$ cat src/core/quad_pot_regs.svh
// constants for the quad wiper serial slave: address, command codes, sizes
// assumes inclusion by the package, design and testbench files of this block
`ifndef QUAD_POT_REGS_SVH
`define QUAD_POT_REGS_SVH

// fixed upper nibble of the slave address (value arbitrary)
`define QP_SLAVE_ID     4'h5
`define QP_ADDR_BITS    4
`define QP_POT_COUNT    4
`define QP_STORED_COUNT 4
`define QP_POS_BITS     6
`define QP_TAP_COUNT    64
// command byte: opcode in bits 7:4, pot in 3:2, stored index in 1:0
`define QP_OP_RD_WIPER  4'h9
`define QP_OP_WR_WIPER  4'ha
`define QP_OP_RD_STORED 4'hb
`define QP_OP_WR_STORED 4'hc
`define QP_OP_XFER      4'hd
// content of the stored-position registers before any write
`define QP_STORED_RESET 6'h20
`define QP_ACK_BIT      4'h8

`endif

$ cat src/core/quad_pot_pkg.sv
// types for the quad wiper serial slave
// assumes the constants header sits beside it
`include "quad_pot_regs.svh"

package quad_pot_pkg;

   typedef enum logic [2:0] {
      ST_IDLE,
      ST_ADDR,
      ST_CMD,
      ST_WDATA,
      ST_RDATA,
      ST_DONE
   } bus_state_type;

   typedef struct packed {
      logic [3:0] opcode;
      logic [1:0] pot;
      logic [1:0] idx;
   } cmd_type;

   // pin group that is synchronised together
   typedef struct packed {
      logic                     scl;
      logic                     sda;
      logic                     wp_n;
      logic [`QP_ADDR_BITS-1:0] addr;
   } pins_type;

endpackage

$ cat src/core/pot_tap_decoder.sv
// one-hot tap select for a single resistor array
// assumes a position that is stable in the MCLK domain
`timescale 1ns/1ps
`include "quad_pot_regs.svh"

module pot_tap_decoder #(
   parameter int POS_BITS = `QP_POS_BITS,
   parameter int TAPS     = `QP_TAP_COUNT
) (
   input  wire logic                clk,   // block clock
   input  wire logic                rst,   // async reset, high
   input  wire logic [POS_BITS-1:0] pos,   // wiper position
   output logic      [TAPS-1:0]     taps   // exactly one bit high
);

   logic [TAPS-1:0] taps_d;

   // decode, registered so the switches never see a glitch
   always_comb begin
      taps_d      = '0;
      taps_d[pos] = 1'b1;
   end

   // reset closes tap 0, so one switch is closed even during reset
   always_ff @(posedge clk or posedge rst) begin
      if (rst) begin
         taps <= {{(TAPS-1){1'b0}}, 1'b1};
      end else begin
         taps <= taps_d;
      end
   end

endmodule

$ cat src/core/quad_pot_wiper_serial_slave.sv
// two-wire serial slave driving four 64-tap wipers
// assumes an external master owning SCL and a pull-up on SDA
`timescale 1ns/1ps
`include "quad_pot_regs.svh"

module quad_pot_wiper_serial_slave
   import quad_pot_pkg::*;
#(
   parameter int POTS = `QP_POT_COUNT,
   parameter int TAPS = `QP_TAP_COUNT
) (
   input  wire logic                     MCLK,      // 125 MHz block clock
   input  wire logic                     SYS_RST,   // async reset, high
   input  wire logic                     SCL,       // serial clock from master
   input  wire logic                     SDA_IN,    // serial data line level
   output logic                          SDA_OUT,   // always low, open drain
   output logic                          SDA_OE,    // high while pulling SDA low
   input  wire logic [`QP_ADDR_BITS-1:0] ADDR_SEL,  // address select pins
   input  wire logic                     WP_N,      // write protect, low blocks stored-slot writes
   output logic      [POTS*TAPS-1:0]     TAP_SEL    // one-hot taps, pot 0 lowest
);

   localparam int PB = `QP_POS_BITS;

   pins_type      pins_in;
   pins_type      sync1_q, sync2_q, prev_q;
   bus_state_type st_q, st_d, nxt_q, nxt_d;
   logic [3:0]    bit_q, bit_d;
   logic [7:0]    sh_q, sh_d;
   logic          ack_q, ack_d;
   logic          oe_q, oe_d;
   logic          load_q;
   cmd_type       cmd_q, cmd_d, cmd_in;
   logic [PB-1:0] wiper_q [POTS];
   logic [PB-1:0] wiper_d [POTS];
   logic [PB-1:0] stored_q [POTS*`QP_STORED_COUNT];
   logic [PB-1:0] stored_d [POTS*`QP_STORED_COUNT];
   logic [PB-1:0] rd_val;
   logic          scl_rise, scl_fall, start_ev, stop_ev;

   assign pins_in = '{scl: SCL, sda: SDA_IN, wp_n: WP_N, addr: ADDR_SEL};

   // two-stage synchroniser; only the second stage feeds logic
   always_ff @(posedge MCLK or posedge SYS_RST) begin
      if (SYS_RST) begin
         sync1_q <= '{scl: 1'b1, sda: 1'b1, wp_n: 1'b0, addr: '0};
         sync2_q <= '{scl: 1'b1, sda: 1'b1, wp_n: 1'b0, addr: '0};
         prev_q  <= '{scl: 1'b1, sda: 1'b1, wp_n: 1'b0, addr: '0};
      end else begin
         sync1_q <= pins_in;
         sync2_q <= sync1_q;
         prev_q  <= sync2_q;
      end
   end

   // line events; SCL and SDA share the same sync delay so ordering holds
   assign scl_rise = sync2_q.scl & ~prev_q.scl;
   assign scl_fall = ~sync2_q.scl & prev_q.scl;
   assign start_ev = sync2_q.scl & prev_q.scl & prev_q.sda & ~sync2_q.sda;
   assign stop_ev  = sync2_q.scl & prev_q.scl & ~prev_q.sda & sync2_q.sda;
   assign cmd_in   = cmd_type'(sh_q);

   // read source: wiper or one stored slot of the addressed pot
   always_comb begin
      if (cmd_q.opcode == `QP_OP_RD_WIPER) begin
         rd_val = wiper_q[cmd_q.pot];
      end else begin
         rd_val = stored_q[{cmd_q.pot, cmd_q.idx}];
      end
   end

   // protocol engine and register updates
   always_comb begin
      st_d     = st_q;
      nxt_d    = nxt_q;
      bit_d    = bit_q;
      sh_d     = sh_q;
      ack_d    = ack_q;
      oe_d     = oe_q;
      cmd_d    = cmd_q;
      wiper_d  = wiper_q;
      stored_d = stored_q;
      // power-up recall, one cycle after reset release
      if (load_q) begin
         for (int p = 0; p < POTS; p++) begin
            wiper_d[p] = stored_q[p*`QP_STORED_COUNT];
         end
      end
      if (start_ev) begin
         // a repeated start also lands here and restarts the address phase
         st_d  = ST_ADDR;
         bit_d = '0;
         ack_d = 1'b0;
         oe_d  = 1'b0;
      end else if (stop_ev) begin
         st_d  = ST_IDLE;
         bit_d = '0;
         ack_d = 1'b0;
         oe_d  = 1'b0;
      end else if (st_q != ST_IDLE && st_q != ST_DONE) begin
         if (scl_rise && !ack_q && bit_q < `QP_ACK_BIT) begin
            // data is sampled on the rising edge, stable while SCL high
            if (st_q != ST_RDATA) begin
               sh_d = {sh_q[6:0], sync2_q.sda};
            end
            bit_d = 4'(bit_q + 4'h1);
         end else if (scl_fall) begin
            // every SDA change is made just after SCL falls
            if (ack_q) begin
               // end of the ninth clock: let go and move on
               ack_d = 1'b0;
               oe_d  = 1'b0;
               bit_d = '0;
               st_d  = nxt_q;
               if (st_q != ST_RDATA && nxt_q == ST_RDATA) begin
                  sh_d = {2'b00, rd_val};
                  oe_d = ~sh_d[7];
               end
            end else if (st_q == ST_RDATA) begin
               if (bit_q == `QP_ACK_BIT) begin
                  // master acknowledge slot; one byte per read either way
                  oe_d  = 1'b0;
                  ack_d = 1'b1;
                  nxt_d = ST_DONE;
               end else if (bit_q != 4'h0) begin
                  sh_d = {sh_q[6:0], 1'b0};
                  oe_d = ~sh_d[7];
               end
            end else if (bit_q == `QP_ACK_BIT) begin
               case (st_q)
                  ST_ADDR: begin
                     if (sh_q == {`QP_SLAVE_ID, sync2_q.addr}) begin
                        oe_d  = 1'b1;
                        ack_d = 1'b1;
                        nxt_d = ST_CMD;
                     end else begin
                        st_d = ST_DONE;  // not ours: stay off the bus until next start
                     end
                  end
                  ST_CMD: begin
                     cmd_d = cmd_in;
                     oe_d  = 1'b1;
                     ack_d = 1'b1;
                     case (cmd_in.opcode)
                        `QP_OP_WR_WIPER, `QP_OP_WR_STORED: nxt_d = ST_WDATA;
                        `QP_OP_RD_WIPER, `QP_OP_RD_STORED: nxt_d = ST_RDATA;
                        `QP_OP_XFER: begin
                           nxt_d = ST_DONE;
                           wiper_d[cmd_in.pot] = stored_q[{cmd_in.pot, cmd_in.idx}];
                        end
                        default: begin
                           // unknown command gets no acknowledge
                           oe_d  = 1'b0;
                           ack_d = 1'b0;
                           st_d  = ST_DONE;
                        end
                     endcase
                  end
                  ST_WDATA: begin
                     oe_d  = 1'b1;
                     ack_d = 1'b1;
                     nxt_d = ST_DONE;
                     if (cmd_q.opcode == `QP_OP_WR_WIPER) begin
                        wiper_d[cmd_q.pot] = sh_q[PB-1:0];
                     end else if (sync2_q.wp_n) begin
                        stored_d[{cmd_q.pot, cmd_q.idx}] = sh_q[PB-1:0];
                     end
                  end
                  default: st_d = ST_DONE;
               endcase
            end
         end
      end
   end

   // state registers; stored slots model nonvolatile cells, reset is power-up
   always_ff @(posedge MCLK or posedge SYS_RST) begin
      if (SYS_RST) begin
         st_q   <= ST_IDLE;
         nxt_q  <= ST_IDLE;
         bit_q  <= '0;
         sh_q   <= '0;
         ack_q  <= 1'b0;
         oe_q   <= 1'b0;
         cmd_q  <= '0;
         load_q <= 1'b1;
         // wiper starts at tap 0, so only the recall can bring it to the stored value
         for (int p = 0; p < POTS; p++) begin
            wiper_q[p] <= '0;
         end
         for (int s = 0; s < POTS*`QP_STORED_COUNT; s++) begin
            stored_q[s] <= `QP_STORED_RESET;
         end
      end else begin
         st_q     <= st_d;
         nxt_q    <= nxt_d;
         bit_q    <= bit_d;
         sh_q     <= sh_d;
         ack_q    <= ack_d;
         oe_q     <= oe_d;
         cmd_q    <= cmd_d;
         load_q   <= 1'b0;
         wiper_q  <= wiper_d;
         stored_q <= stored_d;
      end
   end

   // open drain: the level is always low, only the enable moves
   assign SDA_OUT = 1'b0;
   assign SDA_OE  = oe_q;

   // one decoder per resistor array
   for (genvar g = 0; g < POTS; g++) begin : g_pot
      pot_tap_decoder #(
         .POS_BITS (PB),
         .TAPS     (TAPS)
      ) u_dec (
         .clk  (MCLK),
         .rst  (SYS_RST),
         .pos  (wiper_q[g]),
         .taps (TAP_SEL[g*TAPS +: TAPS])
      );
   end

endmodule

$ cat config.mk
export PLATFORM = sky130hd
export DESIGN_NAME = quad_pot_wiper_serial_slave
export DESIGN_NICKNAME = d
export VERILOG_FILES = /design/src/core/quad_pot_pkg.sv /design/src/core/pot_tap_decoder.sv /design/src/core/quad_pot_wiper_serial_slave.sv
export VERILOG_INCLUDE_DIRS = /design/src /design/src/core
export SDC_FILE = /design/constraint.sdc
export NUM_CORES = 1
export LEC_CHECK = 0
export ABC_AREA = 1
export BUFFER_PORTS_ARGS = -buffer_cell sky130_fd_sc_hd__buf_2
export CAP_MARGIN = 30
export CORE_MARGIN = 2
export CORE_UTILIZATION = 40
export CTS_CLUSTER_SIZE = 40
export DETAILED_ROUTE_END_ITERATION = 12
export GPL_ROUTABILITY_DRIVEN = 1
export PLACE_DENSITY = 0.6
export SKIP_LAST_GASP = 1
export SYNTH_ARGS = -nofsm -noshare
export SYNTH_HDL_FRONTEND = slang
export SYNTH_SLANG_ARGS = --single-unit
$ cat constraint.sdc
create_clock -name MCLK -period 26.7 [get_ports MCLK]
set_input_delay 1.335 -clock MCLK [delete_from_list [all_inputs] [get_ports MCLK]]
set_output_delay 1.335 -clock MCLK [all_outputs]
set_load 0.01 [all_outputs]
## Yosys cells after proc, flatten, opt, wreduce, memory -nomap -nowiden

Index checks and enable logic that the tools add are counted.

| storage, ports and cells | value |
|---|---|
| flip-flop bits (word level) | 421 |
| input bits | 9 |
| word-level logic and storage cells | 242 |
| output and inout port bits | 258 |

| cells by class | value |
|---|---|
| $lt $le $gt $ge | 16 |
| add/subtract/negate cells | 1 |
| equal/unequal tests | 27 |
| bitwise operators | 22 |
| mux-type cells | 95 |
| reduce and logical (&&, ||, !) cells | 37 |

Operators by type and width:

| operator | count |
|---|---|
| 24-bit 2-to-1 mux | 11 |
| 96-bit bitwise mux | 1 |
| 8-bit 2-to-1 mux | 8 |
| 6-bit 2-to-1 mux | 10 |
| 6-bit binary-select mux with 4-bit select | 2 |
| 24-bit bitwise mux | 2 |
| 24-bit one-hot mux with 2 select lines | 1 |
| 3-bit 2-to-1 mux | 14 |
| 4-bit equality test (second input constant) | 8 |
| 6-bit by 7-bit < comparator with 1-bit output (second input constant) | 4 |
| 1-bit 2-to-1 mux | 27 |
| 3-bit one-hot mux with 3 select lines | 3 |
| 1-bit demux with 6-bit select | 4 |
| 6-bit demux with 2-bit select | 2 |
| 6-bit demux with 4-bit select | 1 |
| 6-bit by 1-bit >= comparator with 1-bit output (second input constant) | 4 |
| 4-bit 2-to-1 mux | 6 |
| 4-bit nonzero test | 5 |
| 9-bit AND reduction | 2 |
| 3-bit inequality test (second input constant) | 5 |
| 3-bit nonzero test | 5 |
| 6-bit binary-select mux with 2-bit select | 1 |
| 1-bit logical AND | 11 |
| 1-bit NOT | 11 |
| 31 further kinds | 50 |

## Logic depth before layout (Yosys ltp)

| depth | value |
|---|---|
| depth after elaboration | 16 |
| gate-level depth with buffers | 13 |
| gate-level depth less buffers | 13 |

## Cells and area by module

A second synthesis with hierarchy kept.

| unflattened totals | value |
|---|---|
| cell total of the unflattened synthesis | 2,220 |
| area total of the unflattened synthesis | 18,296.3 µm² |

By module, submodules not included:

| module | times used | cells each | seq. area each (µm²) | area an instance (µm²) |
|---|---|---|---|---|
| quad_pot_wiper_serial_slave | 1 | 1,608 | 4,157.7 | 10,488.8 |
| pot_tap_decoder | 4 | 153 | 1,602.8 | 1,951.9 |

## Least setup slack after synthesis

Ideal clock, no wire load.

| timing | value |
|---|---|
| path kind | register to output |
| start | reg g_pot[0].u_dec.taps[0] |
| end | out TAP_SEL[0] |
| buffers on the path | 0 |
| data required time | 25,365 ps |
| cell stages (with the launch flop) | 1 |
| arrival | 520 ps |
| path slack | 24,845 ps |
| cell sequence | dfstp_2 |

RTL lines:

| what | line | text |
|---|---|---|
| from (decl) | pot_tap_decoder.sv:13 | `output logic [TAPS-1:0] taps` |
| from (signal assigned) | pot_tap_decoder.sv:27 | `taps <= {{(TAPS-1){1'b0}}, 1'b1};` |
| from (signal assigned) | pot_tap_decoder.sv:29 | `taps <= taps_d;` |
| to (decl) | quad_pot_wiper_serial_slave.sv:20 | `output logic [POTS*TAPS-1:0] TAP_SEL` |

No word-level cell between the ends.

==> impl_metrics.json <==
{
  "synth_edf_count": 0,
  "detail_route.vias_per_cell": 5.03,
  "worstHoldEndpoint": "sync2_q[4]$_DFF_PP0_",
  "synth_commonest_cells": "754 x nand2_1, 394 x dfrtp_1, 334 x nor2_1",
  "synth-main-ff-cell": "dfrtp_1",
  "crit_start": "bit_q[0]$_DFFE_PP0P_",
  "clock_path_buffers": 3,
  "maxCapViolations": 0,
  "numCtsBuffers": 44,
  "crit_fanout": 20,
  "worst_pin_slew_ns": 1.06,
  "core.rowCount": 78,
  "yosys_warnings": 0,
  "r2r_cells": 10,
  "hp-class": "flip-flop to flip-flop",
  "synth_area_leader_cell": "dfrtp_1",
  "cts_setup_buffers": 0,
  "setup_tns_ns": 0,
  "gp_congestion": 0.948,
  "synthTopCellsByArea": "dfrtp_1 54%, nand2_1 16%, nor2_1 6.9%",
  "area_growth_pct": 18.3,
  "hold_depth": 0,
  "grt_pass1_vias": 14311,
  "fin_crit_sh_pct": 10.6,
  "slew_viol_final": 0,
  "ant_nets": 0,
  "cts-root-buf": "clkbuf_16",
  "powerDensity_mw_per_mm2": 70.0,
  "cts.clk_slew.worst_paths_ns": 0.06,
  "worst_skew_pair.late_latency_ns": 0.59,
  "port_buffers": 265,
  "synthDistinctLibCells": 38,
  "criticalPathCategory": "flip-flop to flip-flop",
  "nets": 2433,
  "grt_use_total_pct": 23.2,
  "fin_util_pct": 47.6,
  "rsz0062_at_grt": "false",
  "wire_per_inst_um": 18.0,
  "max_slew_margin_pct": 29.2,
  "critPathArrivalTime_ns": 3.28,
  "min_from": "sync1_q[4]$_DFF_PP0_",
  "cts_num_sinks": 421,
  "start_util_pct": 40.3,
  "max-vdd-ir-drop_mv": 0.0477,
  "cts_tree": "done",
  "outcome": "finished clean",
  "rr_endpoint": "wiper_q[9]$_DFF_PP0_",
  "ctsResizeCount": 0,
  "fp.dieH_um": 217,
  "synth_top_area_share_pct": 54.3,
  "io_pins": 267,
  "hpwl_um": 38200,
  "hold_viol": 0,
  "die_x_um": 217,
  "antenna_found_initial": 0,
  "period_needed_ns": 2.82,
  "firstDrtPassIters": 5,
  "syn_area_mm2": 0.0182,
  "grt_pass1_wl_um": 84300,
  "clock_skew_ns": 0.0300,
  "htreeDepth": 2,
  "antennaDiodeCount": 0,
  "cp-start-kind": "flip-flop",
  "grt_start_max_net_pins": 119,
  "cp.required_ns": 27.17,
  "die_area_mm2": 0.0471,
  "synth_seq_area_share_pct": 58.2,
  "synth_cells": 2174,
  "synthArstFlopShare_pct": 100,
  "grt_overflow": 0,
  "power.total_mw": 1.50,
  "endpoint_kind": "flip-flop",
  "core_area_mm2": 0.0451,
  "post-synth-top-count-cell": "nand2_1",
  "setup_viol": 0,
  "cts_hold_buf": 0,
  "via_count": 15348,
  "synth-seq-cells": 421,
  "drcViolationCount": 0,
  "syn_avg_cell_area_um2": 8.35,
  "drt_iter0_drc": 1545,
  "drive_above_1_share_pct": 17.2,
  "max_freq_mhz": 355,
  "wl_um": 54900,
  "leakage_nw": 11.2,
  "ff2ff_setup_slack_ns": 23.88,
  "timing.rr.start": "bit_q[0]$_DFFE_PP0P_"
}
[how the worst max path moves through the flow]
stage                     depth (start not counted)                                end  slack, ns
after floorplan                                   1                 SDA_OE$_DFFE_PP0P_      13.69
after global placement                            4  g_pot[3].u_dec.taps[34]$_DFF_PP0_      22.72
after detailed placement                          4  g_pot[3].u_dec.taps[38]$_DFF_PP0_      22.65
after CTS                                         4  g_pot[3].u_dec.taps[39]$_DFF_PP0_      23.28
after global routing                             10              wiper_q[13]$_DFF_PP0_      23.66
final                                            10               wiper_q[9]$_DFF_PP0_      23.88
[worst max-delay path: stages, from the launching register on]
cell	delay (ns)
dfrtp_1	0.38
inv_1	0.09
ha_1	0.15
nand2_1	0.08
nor2_2	0.08
buf_4	0.39
nand2_1	0.29
nor2_4	0.47
nand2_1	0.52
nand2_1	0.17
nand2_1	0.07
[power breakdown]
part / total [mW] / internal, mW / switching, mW
Clock: 0.604 / 0.346 / 0.258
Sequential: 0.665 / 0.650 / 0.0156
Combinational: 0.235 / 0.0541 / 0.181
[sequential cells by signal, indices dropped and copies added (netlist names)]
signal	flops
prev_q	2
SDA_OE	1
sync2_q	7
cmd_in	8
bit_q	4
st_q	3
wiper_q	24
ack_q	1
nxt_q	3
g_pot.u_dec.taps	256
cmd_q	8
stored_q	96
load_q	1
sync1_q	7
[final cells by class]
| cell class | count | area, µm² |
|---|---|---|
| Clock buffer | 62 | 1240 |
| Clock inverter | 16 | 173 |
| Fill cell | 4401 | 23600 |
| Inverter | 151 | 574 |
| Multi-Input combinational cell | 1516 | 6590 |
| Sequential cell | 421 | 10600 |
| Tap cell | 600 | 751 |
| Timing Repair Buffer | 288 | 1590 |
[cells in the final DEF, fill, tap and decap left out, types with 4 or more instances in the layout]
master | Yosys | layout
a21oi_1 | 26 | 26
buf_16 | 0 | 4
buf_2 | 10 | 265
buf_4 | 2 | 18
clkbuf_1 | 57 | 12
clkbuf_16 | 0 | 45
clkbuf_8 | 0 | 5
clkinv_2 | 0 | 8
dfrtp_1 | 394 | 393
dfstp_2 | 27 | 27
inv_1 | 145 | 144
inv_2 | 5 | 5
nand2_1 | 754 | 754
nand3_1 | 134 | 134
nand4_1 | 10 | 10
nand4_4 | 10 | 10
nor2_1 | 334 | 333
nor2_2 | 3 | 4
nor3_1 | 5 | 5
o2111ai_1 | 5 | 5
o211ai_1 | 10 | 10
o21ai_0 | 143 | 143
o21ai_1 | 53 | 53
o21ai_2 | 8 | 8
[kinds of logic (layout without fill, tap and decap cells)]
| logic type | after synthesis | after routing | share of synthesized area [%] |
|---|---|---|---|
| compound gates | 249 | 249 | 7.32 |
| fa+ha+maj | 2 | 2 | 0.138 |
| buf+inv | 238 | 517 | 5.55 |
| flops | 421 | 421 | 58.2 |
| other cells | 1 | 2 | 0.0207 |
| simple gates | 1263 | 1263 | 28.8 |
[metal layers]
layer  GRT usage [%]  routed length [µm]  share of wire (%)
met1            33.6               24800                 45
met2            36.0               25200                 46
met3            3.72                3660                6.7
met4            6.69                1250                2.3
met5               0                   0                  0
[per-stage QoR]
| stage | area (µm²) | instances | worst slack (ns) | hold WS [ns] |
|---|---|---|---|---|
| after floorplan | 18200 | 2175 | 13.69 | 0.331 |
| after global placement | 19900 | 2971 | 22.72 | 0.332 |
| after detailed placement | 20000 | 2973 | 22.65 | 0.336 |
| after CTS | 21400 | 3051 | 23.28 | 0.355 |
| after global routing | 21500 | 3054 | 23.66 | 0.358 |
| final | 21500 | 3054 | 23.88 | 0.355 |
Power figures use the tool's default switching activity.
